`src/fsk_seq_defines.vh`:
```
// Constants for the FSK transceiver mode and timing sequencer.
// Assumes a 100 MHz system clock; times are given in their own unit and converted here.
`ifndef FSK_SEQ_DEFINES_VH
`define FSK_SEQ_DEFINES_VH
// ==========================================================================
// Clock and timing
`define CLK_MHZ 100
// Transmit calibration phase, in nanoseconds (62.5 us).
`define TX_CALIBRATE_PHASE_NS 62500
// Complete calibration after chip enable, in nanoseconds (320 us).
`define FULLCAL_NS 320000
// Receive-entry filter calibration, in nanoseconds.
`define RX_CALIBRATE_PHASE_NS 62500
// Longest supported transmit slot, in nanoseconds (10 ms).
`define TX_SLOT_NS 10000000
// Cycle counts derived from the times (least times round up).
`define TX_CALIBRATE_PHASE_CYC ((`TX_CALIBRATE_PHASE_NS * `CLK_MHZ + 999) / 1000)
`define FULLCAL_CYC ((`FULLCAL_NS * `CLK_MHZ + 999) / 1000)
`define RX_CALIBRATE_PHASE_CYC ((`RX_CALIBRATE_PHASE_NS * `CLK_MHZ + 999) / 1000)
`define TX_SLOT_CYC ((`TX_SLOT_NS * `CLK_MHZ) / 1000)
// ==========================================================================
// Filter tuning
`define TUNE_W 8
`define TUNE_MID 8'h80
// Local oscillator offset for the low IF, in kHz (1.024 MHz).
`define LO_SHIFT_KHZ 16'h0400
// ==========================================================================
// Serial configuration word
`define CFG_WORD_W 16
`define CFG_DATA_W 14
`define CFG_ADDR_W 2
`define CFG_NUM_REGS 3
`endif

```
`src/fsk_fifo.v`:
```
// Synchronous FIFO with valid/ready on both sides.
// Assumes one clock and a synchronous active-high reset.
`timescale 1ns/1ps
module fsk_fifo #(
  parameter WIDTH = 1,
  parameter DEPTH = 16,
  parameter AW = 4
)
(
  // Clock and reset
  input wire clk_in,
  input wire rst_in,
  // Fill side
  input wire in_valid_in,
  input wire [WIDTH-1:0] in_data_in,
  output wire in_ready_out,
  // Drain side
  output wire out_valid_out,
  output wire [WIDTH-1:0] out_data_out,
  input wire out_ready_in
);
  // ==========================================================================
  // Storage and pointers
  reg [WIDTH-1:0] mem [0:DEPTH-1];
  reg [AW-1:0] wr_ptr;
  reg [AW-1:0] rd_ptr;
  reg [AW:0] count;
  wire push;
  wire pop;

  // Full and empty come straight from the occupancy count.
  assign in_ready_out = (count != DEPTH[AW:0]);
  assign out_valid_out = (count != {(AW+1){1'b0}});
  assign out_data_out = mem[rd_ptr];
  assign push = in_valid_in & in_ready_out;
  assign pop = out_valid_out & out_ready_in;

  // Pointer and count update; push and pop may share a cycle.
  always @(posedge clk_in)
  begin
    if (rst_in)
    begin
      wr_ptr <= {AW{1'b0}};
      rd_ptr <= {AW{1'b0}};
      count <= {(AW+1){1'b0}};
    end
    else
    begin
      if (push)
      begin
        wr_ptr <= (wr_ptr == DEPTH[AW-1:0] - 1'b1) ? {AW{1'b0}} : wr_ptr + 1'b1;
      end
      if (pop)
      begin
        rd_ptr <= (rd_ptr == DEPTH[AW-1:0] - 1'b1) ? {AW{1'b0}} : rd_ptr + 1'b1;
      end
      if (push & ~pop)
      begin
        count <= count + 1'b1;
      end
      else if (pop & ~push)
      begin
        count <= count - 1'b1;
      end
    end
  end

  // Data array needs no reset.
  always @(posedge clk_in)
  begin
    if (push)
    begin
      mem[wr_ptr] <= in_data_in;
    end
  end
endmodule

```
`src/fsk_radio_mode_sequencer.v`:
```
// Mode and calibration sequencer of a low-IF FSK transceiver, with its transmit data path.
// Assumes all inputs synchronous to clk_in; the reference input arrives as a one-cycle tick.
`timescale 1ns/1ps
`include "fsk_seq_defines.vh"

module fsk_radio_mode_sequencer #(
  parameter TX_CALIBRATE_PHASE_CYCLES = `TX_CALIBRATE_PHASE_CYC,
  parameter FULLCAL_CYCLES = `FULLCAL_CYC,
  parameter RX_CALIBRATE_PHASE_CYCLES = `RX_CALIBRATE_PHASE_CYC,
  parameter CNT_W = 16,
  parameter FIFO_DEPTH = 16,
  parameter FIFO_AW = 4
)
(
  // Clock and reset
  input wire clk_in,
  input wire rst_in,
  // Parallel mode lines
  input wire chip_active_line_in,
  input wire receive_select_line_in,
  input wire ref_tick_in,
  // Transmit data stream
  input wire tx_data_valid_in,
  input wire tx_data_in,
  output reg tx_data_ready_out,
  // Receive data from demodulator and sliced output
  input wire rx_demod_bit_in,
  output reg rx_sliced_data_out,
  // Serial configuration bus
  input wire ser_clk_in,
  input wire ser_data_in,
  input wire ser_load_n_in,
  output reg [`CFG_DATA_W-1:0] cfg_reg0_out,
  output reg [`CFG_DATA_W-1:0] cfg_reg1_out,
  output reg [`CFG_DATA_W-1:0] cfg_reg2_out,
  // Analog chain controls
  output reg rx_chain_on_out,
  output reg tx_chain_on_out,
  output reg tx_rf_output_en_out,
  output reg synth_loop_close_out,
  output reg charge_pump_en_out,
  output reg mod_enable_out,
  output reg [1:0] mod_drive_out,
  output reg lo_shift_out,
  output reg [`TUNE_W-1:0] filter_tune_out,
  output reg calibrating_out,
  output reg [4:0] mode_out
);
  // ==========================================================================
  // States, one-hot
  // Six states, one bit each; mode_out folds the two transmit states onto one bit.
  reg [5:0] state;
  reg [5:0] next_state;
  localparam S_STANDBY = 6'h01;
  localparam S_FULLCAL = 6'h02;
  localparam S_RX_CALIBRATE_PHASE = 6'h04;
  localparam S_RX = 6'h08;
  localparam S_TX_CALIBRATE_PHASE = 6'h10;
  localparam S_TX = 6'h20;

  reg [CNT_W-1:0] cal_cnt;
  reg [CNT_W-1:0] next_cal_cnt;
  reg chip_prev;
  reg rxsel_prev;
  reg [`TUNE_W-1:0] tune;
  wire fifo_out_valid;
  wire fifo_out_data;
  wire fifo_pop;
  wire fifo_in_ready;
  wire fifo_push;
  wire fifo_taken;
  reg [FIFO_AW:0] fill;
  wire [FIFO_AW:0] next_fill;
  wire chip_rise;
  wire rxsel_fall;

  assign chip_rise = chip_active_line_in & ~chip_prev;
  assign rxsel_fall = ~receive_select_line_in & rxsel_prev;

  // ==========================================================================
  // Transmit data buffer: drained only while modulating; it fills in every state but transmit calibration.
  // The head is popped on the edge that registers it as a symbol, so each bit gives one symbol.
  assign fifo_pop = (next_state == S_TX);
  assign fifo_taken = fifo_pop & fifo_out_valid;
  // no data taken in transmit calibration
  // A bit is accepted only while the registered ready stands, so the sender sees exactly what was stored.
  assign fifo_push = tx_data_valid_in & tx_data_ready_out & fifo_in_ready;
  // Occupancy one edge ahead, so ready can be a flip-flop and still fall before the buffer overflows.
  assign next_fill = fill + {{FIFO_AW{1'b0}}, fifo_push} - {{FIFO_AW{1'b0}}, fifo_taken};
  fsk_fifo #(
    .WIDTH(1),
    .DEPTH(FIFO_DEPTH),
    .AW(FIFO_AW)
  ) u_tx_fifo (
    .clk_in(clk_in),
    .rst_in(rst_in),
    .in_valid_in(fifo_push),
    .in_data_in(tx_data_in),
    .in_ready_out(fifo_in_ready),
    .out_valid_out(fifo_out_valid),
    .out_data_out(fifo_out_data),
    .out_ready_in(fifo_pop)
  );

  // Mirror of the buffer occupancy, kept here because the buffer shows only full and empty.
  // It moves with exactly the same push and pop, so the two can never drift apart.
  always @(posedge clk_in)
  begin
    if (rst_in)
    begin
      fill <= {(FIFO_AW+1){1'b0}};
    end
    else
    begin
      fill <= next_fill;
    end
  end

  // ==========================================================================
  // Next-state logic.
  always @*
  begin
    next_state = state;
    next_cal_cnt = cal_cnt;
    case (state)
      S_STANDBY:
      begin
        if (chip_rise)
        begin
          next_state = S_FULLCAL;
          next_cal_cnt = {CNT_W{1'b0}};
        end
      end
      S_FULLCAL, S_RX_CALIBRATE_PHASE, S_TX_CALIBRATE_PHASE:
      begin
        if (ref_tick_in)
        begin
          next_cal_cnt = cal_cnt + 1'b1;
        end
        // Leave on the tick that completes the count, so a phase lasts exactly its tick count.
        if ((state == S_FULLCAL) && (next_cal_cnt >= FULLCAL_CYCLES[CNT_W-1:0]))
        begin
          next_state = receive_select_line_in ? S_RX : S_TX_CALIBRATE_PHASE;
          next_cal_cnt = {CNT_W{1'b0}};
        end
        // receive filter tuning ends into receive
        else if ((state == S_RX_CALIBRATE_PHASE) && (next_cal_cnt >= RX_CALIBRATE_PHASE_CYCLES[CNT_W-1:0]))
        begin
          next_state = S_RX;
        end
        else if ((state == S_TX_CALIBRATE_PHASE) && (next_cal_cnt >= TX_CALIBRATE_PHASE_CYCLES[CNT_W-1:0]))
        begin
          next_state = S_TX;
        end
      end
      S_RX:
      begin
        if (rxsel_fall)
        begin
          next_state = S_TX_CALIBRATE_PHASE;
          next_cal_cnt = {CNT_W{1'b0}};
        end
      end
      S_TX:
      begin
        if (receive_select_line_in)
        begin
          next_state = S_RX_CALIBRATE_PHASE;
          next_cal_cnt = {CNT_W{1'b0}};
        end
      end
      default:
      begin
        next_state = S_STANDBY;
      end
    endcase
    if (~chip_active_line_in)
    begin
      next_state = S_STANDBY;
      next_cal_cnt = {CNT_W{1'b0}};
    end
    // Falling select during a receive calibration also starts a new transmit slot.
    else if (rxsel_fall && (state == S_RX_CALIBRATE_PHASE))
    begin
      next_state = S_TX_CALIBRATE_PHASE;
      next_cal_cnt = {CNT_W{1'b0}};
    end
  end

  // ==========================================================================
  // State, edge history and filter tuning register.
  // The edge detectors reset to the idle level of their lines, so no false edge follows reset.
  always @(posedge clk_in)
  begin
    if (rst_in)
    begin
      state <= S_STANDBY;
      cal_cnt <= {CNT_W{1'b0}};
      chip_prev <= 1'b0;
      rxsel_prev <= 1'b0;
      tune <= `TUNE_MID;
    end
    else
    begin
      state <= next_state;
      cal_cnt <= next_cal_cnt;
      chip_prev <= chip_active_line_in;
      rxsel_prev <= receive_select_line_in;
      if (ref_tick_in && (state == S_FULLCAL || state == S_RX_CALIBRATE_PHASE || state == S_TX_CALIBRATE_PHASE))
      begin
        // Simple dither around the stored code stands in for the analog tuning loop.
        tune <= tune + {{(`TUNE_W-1){1'b0}}, cal_cnt[0]} - {{(`TUNE_W-1){1'b0}}, cal_cnt[1]};
      end
    end
  end

  // ==========================================================================
  // Registered outputs, all but filter_tune_out decoded from the next state so they align with it.
  always @(posedge clk_in)
  begin
    if (rst_in)
    begin
      rx_chain_on_out <= 1'b0;
      tx_chain_on_out <= 1'b0;
      tx_rf_output_en_out <= 1'b0;
      synth_loop_close_out <= 1'b1;
      charge_pump_en_out <= 1'b1;
      mod_enable_out <= 1'b0;
      mod_drive_out <= 2'h0;
      lo_shift_out <= 1'b0;
      filter_tune_out <= `TUNE_MID;
      calibrating_out <= 1'b0;
      mode_out <= 5'h01;
      rx_sliced_data_out <= 1'b0;
      tx_data_ready_out <= 1'b0;
    end
    else
    begin
      // every state but standby powers a chain
      rx_chain_on_out <= (next_state == S_RX) || (next_state == S_RX_CALIBRATE_PHASE) || (next_state == S_FULLCAL);
      tx_chain_on_out <= (next_state == S_TX_CALIBRATE_PHASE) || (next_state == S_TX);
      tx_rf_output_en_out <= (next_state == S_TX_CALIBRATE_PHASE) || (next_state == S_TX);
      // loop opens and charge pump stops after transmit calibration
      synth_loop_close_out <= (next_state != S_TX);
      charge_pump_en_out <= (next_state != S_TX) && (next_state != S_STANDBY);
      mod_enable_out <= (next_state == S_TX);
      // bipolar NRZ, 2'b01 for +1 and 2'b11 for -1
      if ((next_state == S_TX) && fifo_out_valid)
      begin
        mod_drive_out <= fifo_out_data ? 2'h1 : 2'h3;
      end
      else
      begin
        mod_drive_out <= 2'h0;
      end
      lo_shift_out <= (next_state == S_TX_CALIBRATE_PHASE) || (next_state == S_TX);
      filter_tune_out <= tune;
      calibrating_out <= (next_state == S_FULLCAL) || (next_state == S_RX_CALIBRATE_PHASE) || (next_state == S_TX_CALIBRATE_PHASE);
      mode_out <= {next_state[5] | next_state[4], next_state[3:0]};
      // sliced NRZ data only in receive
      rx_sliced_data_out <= (next_state == S_RX) ? rx_demod_bit_in : 1'b0;
      tx_data_ready_out <= (next_fill != FIFO_DEPTH[FIFO_AW:0]) && (next_state != S_TX_CALIBRATE_PHASE);
    end
  end

  // ==========================================================================
  // Serial configuration interface, sampled synchronously.
  // Each serial clock level must last at least one clk_in cycle, or a rising edge is missed.
  reg ser_clk_prev;
  reg ser_load_n_prev;
  reg [`CFG_WORD_W-1:0] shift;
  always @(posedge clk_in)
  begin
    if (rst_in)
    begin
      ser_clk_prev <= 1'b0;
      ser_load_n_prev <= 1'b1;
      shift <= {`CFG_WORD_W{1'b0}};
      cfg_reg0_out <= {`CFG_DATA_W{1'b0}};
      cfg_reg1_out <= {`CFG_DATA_W{1'b0}};
      cfg_reg2_out <= {`CFG_DATA_W{1'b0}};
    end
    else
    begin
      ser_clk_prev <= ser_clk_in;
      ser_load_n_prev <= ser_load_n_in;
      // shift on clock rise while strobe low
      if (ser_clk_in && !ser_clk_prev && !ser_load_n_in)
      begin
        // MSB first, address in the last two bits
        shift <= {shift[`CFG_WORD_W-2:0], ser_data_in};
      end
      if (ser_load_n_in && !ser_load_n_prev)
      begin
        case (shift[1:0])
          2'h0: cfg_reg0_out <= shift[`CFG_WORD_W-1:2];
          2'h1: cfg_reg1_out <= shift[`CFG_WORD_W-1:2];
          2'h2: cfg_reg2_out <= shift[`CFG_WORD_W-1:2];
          default: cfg_reg0_out <= cfg_reg0_out;
        endcase
      end
    end
  end
endmodule

```
`config.mk`:
```
export PLATFORM = sky130hd
export DESIGN_NAME = fsk_radio_mode_sequencer
export DESIGN_NICKNAME = d
export VERILOG_FILES = /design/src/fsk_fifo.v /design/src/fsk_radio_mode_sequencer.v
export VERILOG_INCLUDE_DIRS = /design/src
export SDC_FILE = /design/constraint.sdc
export NUM_CORES = 1
export LEC_CHECK = 0
export BUFFER_PORTS_ARGS = -buffer_cell sky130_fd_sc_hd__buf_2
export CAP_MARGIN = 20
export CORE_MARGIN = 5
export CORE_UTILIZATION = 35
export DETAILED_ROUTE_END_ITERATION = 6
export PLACE_DENSITY_LB_ADDON = 0.12
export SETUP_SLACK_MARGIN = 0.15
export SLEW_MARGIN = 20
export SYNTH_ARGS = -nofsm -noshare
export SYNTH_HDL_FRONTEND = slang
export SYNTH_SLANG_ARGS = --single-unit
export TNS_END_PERCENT = 5
```
`constraint.sdc`:
```
create_clock -name clk_in -period 5.05 [get_ports clk_in]
set_input_delay 1.01 -clock clk_in [delete_from_list [all_inputs] [get_ports clk_in]]
set_output_delay 1.01 -clock clk_in [all_outputs]
set_load 0.01 [all_outputs]
```
Yosys cells after proc, flatten, opt, wreduce, memory -nomap -nowiden --
Memories as Yosys holds them, arrays and structs flattened. A register that Yosys moved wholly into a read port is not among the register bits. Cells that the tools add are included.
Storage, ports and cells: bits in registers 133, output and inout bits 67, memories 1, input port bits 11, bits in writable memories 16
Operators by class: $lt $le $gt $ge 2, add/sub/neg operators 9, bitwise operators 16, multiplexer cells 26, equality and inequality tests 23, reduce and logical (&&, ||, !) cells 33
Memories:
- u_tx_fifo.mem | depth 16, bits a word 1, rd ports 1, clocked after memory_dff 1, write ports 1, RTL line fsk_fifo.v:24 | reg [WIDTH-1:0] mem [0:DEPTH-1];
Operators by type and width (number):
- 16-bit two-way mux | 6
- 16-bit one-hot mux with 4 select lines | 1
- 6-bit two-way mux | 8
- 6-bit one-hot mux with 4 select lines | 1
- 16-bit by 1-bit adder with 16-bit output (second input constant) | 1
- 16-bit by 13-bit greater-or-equal comparator with 1-bit output (second input constant) | 1
- 16-bit by 15-bit greater-or-equal comparator with 1-bit output (second input constant) | 1
- 4-bit two-way mux | 4
- 5-bit two-way mux | 3
- 6-bit by 2-bit equality test with 1-bit output (second input constant) | 2
- 6-bit by 3-bit equality test with 1-bit output (second input constant) | 2
- 6-bit by 4-bit equality test with 1-bit output (second input constant) | 2
- 6-bit by 5-bit equality test with 1-bit output (second input constant) | 2
- 6-bit equality test (second input constant) | 2
- 1-bit logical AND | 11
- 5-bit != test (second input constant) | 2
- 4-bit by 1-bit adder with 4-bit output (second input constant) | 2
- 8-bit by 1-bit adder with 8-bit output | 1
- 1-bit AND | 8
- 4-bit equality test (second input constant) | 2
- 8-bit by 1-bit subtractor with 8-bit output | 1
- 1-bit logical OR | 7
- 1-bit inverter | 7
- 6-bit by 1-bit equality test with 1-bit output (second input constant) | 1
- other kinds (22) | 31

Depth between registers and ports, before layout --
Gate-level depths: netlist (run 1).
depth in word-level cells 16, depth in mapped cells 19

Hierarchy --
A second synthesis (run 1) with hierarchy kept.
Unflattened totals: cell total of the unflattened synthesis 776, area, all modules 6847.8 sq um
By module, submodules not included:
- fsk_radio_mode_sequencer | area an instance 5290.1 sq um, times used 1, cells an instance 643, sequential area each 2322.2 sq um
- fsk_fifo | area an instance 1557.7 sq um, times used 1, cells an instance 133, sequential area each 820.8 sq um

Worst setup path after synthesis (run 1) --
OpenSTA, ideal clock, no wires.
path type input to register, start input ref_tick_in, end register tx_data_ready_out, setup slack 0.889 ns, stages 17, data arrival time 4.039 ns, cell sequence nand4_2 nor3_1 a31oi_1 nor4_2 o22ai_2 a21oi_2 nor2_1 ha_1 inv_1 ha_1 inv_1 fa_1 inv_1 a21o_1 a21oi_1 xnor2_1 o311a_1
On the way: word-level cells in the longest chain between the ends 15, elaborated cells on any way between the ends 19
Ends and longest elaborated chain:
- start, declared | RTL line fsk_radio_mode_sequencer.v:21 | input wire ref_tick_in,
- 16-bit two-way mux * | RTL line fsk_radio_mode_sequencer.v:136 | if (ref_tick_in)
- 16-bit two-way mux * | RTL line fsk_radio_mode_sequencer.v:125 | case (state)
- 16-bit by 13-bit greater-or-equal comparator with 1-bit output | RTL line fsk_radio_mode_sequencer.v:147, fsk_radio_mode_sequencer.v:151
- 1-bit logical AND | RTL line fsk_radio_mode_sequencer.v:151 | else if ((state == S_TX_CALIBRATE_PHASE) && (next_cal_cnt >= TX_CALIBRATE_PHASE_CYCLES[CNT_W-1:0]))
- 6-bit two-way mux | RTL line fsk_radio_mode_sequencer.v:151
- 6-bit two-way mux | RTL line fsk_radio_mode_sequencer.v:147 | else if ((state == S_RX_CALIBRATE_PHASE) && (next_cal_cnt >= RX_CALIBRATE_PHASE_CYCLES[CNT_W-1:0]))
- 6-bit two-way mux * | RTL line fsk_radio_mode_sequencer.v:141 | if ((state == S_FULLCAL) && (next_cal_cnt >= FULLCAL_CYCLES[CNT_W-1:0]))
- 6-bit one-hot mux with 4 select lines * | RTL line fsk_radio_mode_sequencer.v:125
- 6-bit two-way mux * | RTL line fsk_radio_mode_sequencer.v:183 | else if (rxsel_fall && (state == S_RX_CALIBRATE_PHASE))
- 6-bit two-way mux * | RTL line fsk_radio_mode_sequencer.v:177 | if (~chip_active_line_in)
- 6-bit equality test | RTL line fsk_radio_mode_sequencer.v:83 | assign fifo_pop = (next_state == S_TX);
- 1-bit AND | RTL line fsk_radio_mode_sequencer.v:84 | assign fifo_taken = fifo_pop & fifo_out_valid;
- 5-bit by 1-bit subtractor with 5-bit output | RTL line fsk_radio_mode_sequencer.v:89 | assign next_fill = fill + {{FIFO_AW{1'b0}}, fifo_push} - {{FIFO_AW{1'b0}}, fifo_taken};
- 5-bit != test | RTL line fsk_radio_mode_sequencer.v:262 | tx_data_ready_out <= (next_fill != FIFO_DEPTH[FIFO_AW:0]) && (next_state != S_TX_CALIBRATE_PHASE);
- 1-bit logical AND * | RTL line fsk_radio_mode_sequencer.v:262
- end signal, assigned | RTL line fsk_radio_mode_sequencer.v:262
- end, declared | RTL line fsk_radio_mode_sequencer.v:25 | output reg tx_data_ready_out,
Every way passes the cells marked *; elsewhere a longest branch is shown, timed or not. The select of a mux whose other input is x is not followed. A chain may end at the register's enable or synchronous reset.

Worst setup path after layout (run 1) --
Same ends and word-level chain as after synthesis.

==> results of run 1 <==
-- cells in the final DEF (no fill, tap or decap), types with 16 or more instances in the layout --
cell type,n
a21oi_1,86
clkbuf_16,18
inv_1,35
o21ai_0,19
nor3_1,20
edfxtp_1,16
nor2_1,64
buf_2,77
dfxtp_1,133
ha_1,23
nand2_1,147
-- state kept, by name, summed over array words and instances (netlist names), 2 cells and up, named ones only --
name / count
mod_drive_out: 2
state: 6
u_tx_fifo.mem: 16
cal_cnt: 16
cfg_reg1_out: 14
shift: 16
fill: 5
filter_tune_out: 8
tune: 8
u_tx_fifo.count: 5
u_tx_fifo.wr_ptr: 4
cfg_reg2_out: 14
u_tx_fifo.rd_ptr: 4
cfg_reg0_out: 14
-- final cells by class --
cell class | instances | area share [%]
tap | 265 | 4.165
clock inverter | 13 | 1.713
multi-input combinational | 559 | 42.03
clock buffer | 19 | 5.832
inverter | 35 | 1.650
sequential | 149 | 39.48
timing repair buffer | 80 | 5.124
-- logic make-up (layout without fill, tap and decap cells) --
group / Yosys count / count (layout) / synth area share, %
muxes: 8 / 8 / 2.088
adders and majority gates: 26 / 26 / 5.093
buffers and inverters: 83 / 147 / 5.148
DFF: 149 / 149 / 46.02
AOI/OAI and AO/OA: 174 / 174 / 15.96
and+or+nand+nor: 328 / 328 / 22.75
xor gates and xnor gates: 23 / 23 / 2.949
-- metal layers --
layer	share of wire, %	track usage, %	vias up
met5	0	0	-
met4	1.2	4.849	0
met3	4.3	3.150	16
met2	48	25.11	118
met1	47	20.95	2624
li1	-	-	2844
-- how the worst min path moves through the flow --
stage                                  startpoint  depth (start not counted)                            end  slack, ns
floorplan                    tune[7]$_SDFFE_PP1P_                          1  filter_tune_out[7]$_SDFF_PP1_       0.43
global placement     cfg_reg0_out[4]$_SDFFE_PP0P_                          2   cfg_reg0_out[4]$_SDFFE_PP0P_       0.44
detailed placement   cfg_reg2_out[3]$_SDFFE_PP0P_                          2   cfg_reg2_out[3]$_SDFFE_PP0P_       0.44
CTS                  cfg_reg2_out[3]$_SDFFE_PP0P_                          2   cfg_reg2_out[3]$_SDFFE_PP0P_       0.45
global route        cfg_reg2_out[13]$_SDFFE_PP0P_                          2  cfg_reg2_out[13]$_SDFFE_PP0P_       0.47
finish              cfg_reg1_out[10]$_SDFFE_PP0P_                          2  cfg_reg1_out[10]$_SDFFE_PP0P_       0.45
-- tightest hold or removal path: stages, from the launching register on --
cell	delay (ns)
dfxtp_1	0.31
nand2_1	0.05
a21oi_1	0.05
-- stage by stage --
step	hold WS (ns)	worst slack [ns]	util, %	std cells
floorplan	0.4267	0.8892	-	791
CTS	0.4531	0.5318	41.14	1120
global route	0.4711	0.2056	41.17	1120
global placement	0.4416	0.2821	38.04	1088
finish	0.4511	0.5643	41.17	1120
detailed placement	0.4434	0.1177	38.04	1088
-- repair_timing --
action                     CTS  global route
setup endpoints to repair    0             1
setup buffers                0             0
resized for setup            0             1
-- power groups by stage --
stage	clock network (mW)	registers [mW]	logic (mW)
final	1.27	1.27	0.372
after global routing	1.36	1.28	0.425
after CTS	1.31	1.27	0.376
after detailed placement	0	1.30	0.374
after global placement	0	1.30	0.357
after floorplan	0	1.29	0.288
==> reports/metrics.cfg, run 1 <==
[global_routing]
grt_pass1_vias = 5547
track_usage_pct = 15.53
overflow = 0
antenna_found_initial = 0
grt_pass1_wl_mm = 28.37
grt_max_degree = 95

[pwr]
p_switching_mw = 0.7842
finalPower_mw = 2.914
power_frac_clock_pct = 43.6
peakVddDrop_mv = 0.3077
swShare_pct = 26.91
p_per_area_nw_per_um2 = 366.1
seqPwrFrac_pct = 43.7
intPower_mw = 2.130
p_leak_nw = 3.067
comb_power_share_pct = 12.7

[floorplanning]
fp-row-count = 51
ios = 78
core_um2 = 19330
start_util_pct = 35.33
die_width_um = 149.7
die_y_um = 149.7
die-area_um2 = 22410

[sta]
fmax_ghz = 0.2229
finalHoldViolations = 0
slew_headroom_pct = 34.52
tightest_slew_ns = 0.9823
slew_viol_final = 0
fin_crit_sh_pct = 88.83
min_period_ns = 4.486
setup_viol = 0
fin_skew_ns = 0.02103
finalSetupTns_ns = 0
rsz0062_at_grt = false

[clock_tree]
clk_pin_slew_worst_paths_ns = 0.07
holdBufCountCts = 0
clk_path_buf_depth = 2
cts_sinks = 149
cts_buffers = 17
h-tree-depth = 4
cts-root-buf = clkbuf_16
clk_latency_ns = 0.43
cts_tree = yes

[route]
postRouteWirelength_mm = 16.61
drc = 0
via_per_inst = 5.002
vias = 5602
wl_per_cell_um = 14.83
ant_nets = 0
drtIter0Drc = 477
first_pass_iters = 5

[logic_synthesis]
yosysMostFrequentCell = nand2_1
synth_top_cell_by_area = dfxtp_1
syn_inst = 791
yosys_warnings = 0
synth_top_area_share_pct = 38.98
syn_nets = 828
synthTopCellsByArea = dfxtp_1 39%, nand2_1 8.1%, edfxtp_1 7.0%
synth_edf_count = 16
synth_cell_type_count = 68
synth.avg_cell_area_um2 = 8.635
synthFlopType = dfxtp_1
synth-seq-cells = 149
synthTopCellsByCount = 147 x nand2_1, 133 x dfxtp_1, 86 x a21oi_1
syn_area_um2 = 6830
yosysSeqAreaShare_pct = 46.02
async_flop_share_pct = 0

[critical_path]
r2r-start = cal_cnt[0]$_SDFFE_PP0P_
max_stage_delay_ns = 0.44
worstSetupStartpoint = ref_tick_in
critPathTopFamily = simple AND/OR/NAND/NOR gates
reg2reg_slack_ns = 0.57
cp_num_cells = 18
critPathArrivalTime_ns = 4.80
path_buf_inv = 4
endpoint_kind = register
r2r_end = tx_data_ready_out$_SDFF_PP0_
startpoint_type = input port
cp_slowest_cell = or3_4
path_max_fanout = 16
cp_common_cell = inv_1
cp.required_ns = 5.37
path_class = in2reg
worstPathCellList = buf_2 > nand4_2 > or3_4 > and4_4 > o21a_1 > o22ai_2 > a21oi_2 > nor2_1 > ha_1 > inv_1 > ha_1 > inv_1 > fa_1 > inv_1 > a21o_1 > a21oi_1 > xnor2_1 > o311a_1
r2r_cells = 18
crit_path_end = tx_data_ready_out$_SDFF_PP0_

[cells_and_area]
seqCellArea_um2 = 3143
fillers = 1981
antenna_cells = 0
post-route-cell-area_um2 = 7960
multi_input_area_um2 = 3346
syn_to_final_growth_pct = 16.54
final_layout_size_suffix_gt1_share_pct = 16.73
final_nets = 879

[run_status]
status = completed

[placed_design]
io_buffers = 77
gp_congestion = 0.8517
placed_cell_area_um2 = 7355
dp_hpwl_mm = 11.61

[flow_run]
maxCapViolCount = 0

[hold_path]
hp-class = reg2reg

No activity file was read; power rests on OpenSTA's default activity.
==> run 2: changes to the inputs <==
- CORE_ASPECT_RATIO: unset -> 0.7
==> reports/metrics.cfg, run 2 (synthesized netlist as in run 1, its figures left out) <==
[cells_and_area]
final_nets = 881  ; +0.23%
final_core_util_pct = 41.86  ; +0.69 points
fillers = 1897  ; -4.2%
antenna_cells = 0  ; unchanged
final_common_cell = nand2_1
post-route-cell-area_um2 = 7963  ; about the same
final_layout_size_suffix_gt1_share_pct = 16.57  ; -0.16 points
mostFrequentLayoutCells = 147 x nand2_1, 133 x dfxtp_1, 86 x a21oi_1
reg_top3 = cal_cnt x16, shift x16, u_tx_fifo.mem x16
syn_to_final_growth_pct = 16.58  ; about the same

[global_routing]
antenna_found_initial = 0  ; unchanged
track_usage_pct = 15.24  ; -0.29 points
grt_pass1_wl_mm = 27.72  ; -2.3%
grt.met3_usage_pct = 4.045  ; +0.90 points
use_met2_pct = 22.95  ; -2.2 points
grt_max_degree = 95  ; unchanged
overflow = 0  ; unchanged
grt.met1_usage_pct = 22.01  ; +1.1 points
busiest_layer = met2
grt_pass1_vias = 5357  ; -3.4%

[floorplanning]
die_width_um = 177.0  ; +18%
die_y_um = 126.9  ; -15%
start_util_pct = 35.91  ; +0.58 points
fp-row-count = 42  ; -18%
core_um2 = 19020  ; -1.6%
ios = 78  ; unchanged
die-area_um2 = 22450  ; +0.20%

[sta]
tightest_slew_ns = 0.9935  ; +0.01127 ns
fmax_ghz = 0.2262  ; +1.5%
finalHoldViolations = 0  ; unchanged
fin_crit_sh_pct = 87.55  ; -1.3 points
rsz0062_at_grt = false
fin_skew_ns = 0.01165  ; -0.009377 ns
finalWorstSetupSlack_ns = 0.6287  ; +0.06439 ns
slew_headroom_pct = 33.76  ; -0.75 points
hold-worst-slack_ns = 0.4525  ; +0.001436 ns
finalSetupTns_ns = 0  ; unchanged
slew_viol_final = 0  ; unchanged
min_period_ns = 4.421  ; -0.06439 ns
setup_viol = 0  ; unchanged

[critical_path]
r2r_cells = 18  ; unchanged
crit_path_end = tx_data_ready_out$_SDFF_PP0_
startpoint_type = input port
reg2reg_slack_ns = 0.65  ; +0.08 ns
cp_num_cells = 18  ; unchanged
worstPathCellList = buf_2 > nand4_2 > or3_4 > and4_4 > o21a_1 > o22ai_2 > a21oi_2 > nor2_1 > ha_1 > inv_1 > ha_1 > inv_1 > fa_1 > inv_1 > a21o_1 > a21oi_1 > xnor2_1 > o311a_1
r2r_end = tx_data_ready_out$_SDFF_PP0_
cp_slowest_cell = or3_4
cp.required_ns = 5.36  ; about the same
critPathArrivalTime_ns = 4.73  ; -0.07 ns
worstSetupStartpoint = ref_tick_in
cp_common_cell = inv_1
r2r-start = cal_cnt[1]$_SDFFE_PP0P_
path_max_fanout = 16  ; unchanged
endpoint_kind = register
critPathTopFamily = simple AND/OR/NAND/NOR gates
max_stage_delay_ns = 0.43  ; about the same
path_class = in2reg
path_buf_inv = 4  ; unchanged

[route]
postRouteWirelength_mm = 16.96  ; +2.1%
vias = 5652  ; +0.89%
drc = 0  ; unchanged
first_pass_iters = 7  ; +2
drtIter0Drc = 443  ; -7.1%
wl_per_cell_um = 15.13  ; +2.0%
ant_nets = 0  ; unchanged
via_per_inst = 5.042  ; +0.80%

[placed_design]
placed_cell_area_um2 = 7363  ; +0.12%
gp_congestion = 0.8556  ; +0.46%
post-place-ws_ns = 0.2129  ; +0.09518 ns
dp_hpwl_mm = 12.23  ; +5.4%
io_buffers = 77  ; unchanged

[clock_tree]
clk_pin_slew_worst_paths_ns = 0.06  ; about the same
cts_buffers = 17  ; unchanged
clk_latency_ns = 0.42  ; about the same
cts_tree = yes
cts_resized = 0  ; unchanged
cts_setup_buffers = 0  ; unchanged
cts-root-buf = clkbuf_16
holdBufCountCts = 0  ; unchanged
h-tree-depth = 4  ; unchanged
cts_sinks = 149  ; unchanged
clk_path_buf_depth = 2  ; unchanged

[pwr]
p_leak_nw = 3.074  ; +0.23%
p_per_area_nw_per_um2 = 368.4  ; +0.63%
peakVddDrop_mv = 0.1911  ; -38%

[flow_run]
maxCapViolCount = 0  ; unchanged

[run_status]
status = completed

[hold_path]
hp-class = reg2reg

[run 2: cell types whose count changed in the layout (fill, tap and decap cells not counted)]
cell       delta
nor3_1        +2
clkinv_8      -1
inv_4         -1
clkbuf_8      -1
buf_4         +2
nor3_2        -2
clkbuf_1      +1
bufinv_16     +1
clkinv_2      +2
clkinv_4      -1
[run 2: area by class of cell]
type | instances | area, um^2 | share of cell area (%)
Multi-Input combinational cell | 559 | 3336 | 41.89
Sequential cell | 149 | 3143 | 39.47
Timing Repair Buffer | 82 | 422.9 | 5.311
Clock buffer | 19 | 454.2 | 5.704
Tap cell | 264 | 330.3 | 4.148
Clock inverter | 13 | 145.1 | 1.823
Inverter | 35 | 131.4 | 1.650
[run 2: worst min-delay path by stage]
stage / start / endpoint / slack, ns / cells after the start
2_1_floorplan: tune[7]$_SDFFE_PP1P_ / filter_tune_out[7]$_SDFF_PP1_ / 0.43 / 1
3_3_place_gp: cfg_reg1_out[5]$_SDFFE_PP0P_ / cfg_reg1_out[5]$_SDFFE_PP0P_ / 0.44 / 2
3_5_place_dp: cfg_reg1_out[1]$_SDFFE_PP0P_ / cfg_reg1_out[1]$_SDFFE_PP0P_ / 0.45 / 2
4_1_cts: cfg_reg1_out[1]$_SDFFE_PP0P_ / cfg_reg1_out[1]$_SDFFE_PP0P_ / 0.46 / 2
5_1_grt: cfg_reg0_out[7]$_SDFFE_PP0P_ / cfg_reg0_out[7]$_SDFFE_PP0P_ / 0.48 / 2
6_report: cfg_reg1_out[1]$_SDFFE_PP0P_ / cfg_reg1_out[1]$_SDFFE_PP0P_ / 0.45 / 2
[run 2: worst register-to-register path, stage by stage (launching register included)]
cell,delay (ns)
dfxtp_1,0.52
ha_1,0.32
nand4_2,0.26
or3_4,0.44
and4_4,0.20
o21a_1,0.18
o22ai_2,0.28
a21oi_2,0.12
nor2_1,0.26
ha_1,0.29
inv_1,0.06
ha_1,0.16
inv_1,0.06
fa_1,0.41
inv_1,0.08
a21o_1,0.10
a21oi_1,0.07
xnor2_1,0.15
o311a_1,0.35
[run 2: per-layer routing]
| layer | wire length, um | up-vias |
|---|---|---|
| met1 | 8602 | 2672 |
| met5 | 0 | - |
| li1 | - | 2853 |
| met3 | 737 | 14 |
| met2 | 7476 | 113 |
| met4 | 144 | 0 |
[run 2: power by group]
part / switching, mW / internal [mW] / leakage [nW]
clock: 0.523 / 0.765 / 0.292
combinational: 0.214 / 0.157 / 1.56
sequential: 0.0367 / 1.24 / 1.22
total: 0.773 / 2.16 / 3.07
[run 2: through the flow]
step | instances | power [mW]
6_report | 1121 | 2.934
5_1_grt | 1121 | 3.074
4_1_cts | 1121 | 2.974
3_5_place_dp | 1089 | 1.672
3_3_place_gp | 1089 | 1.654
2_1_floorplan | 791 | 1.582
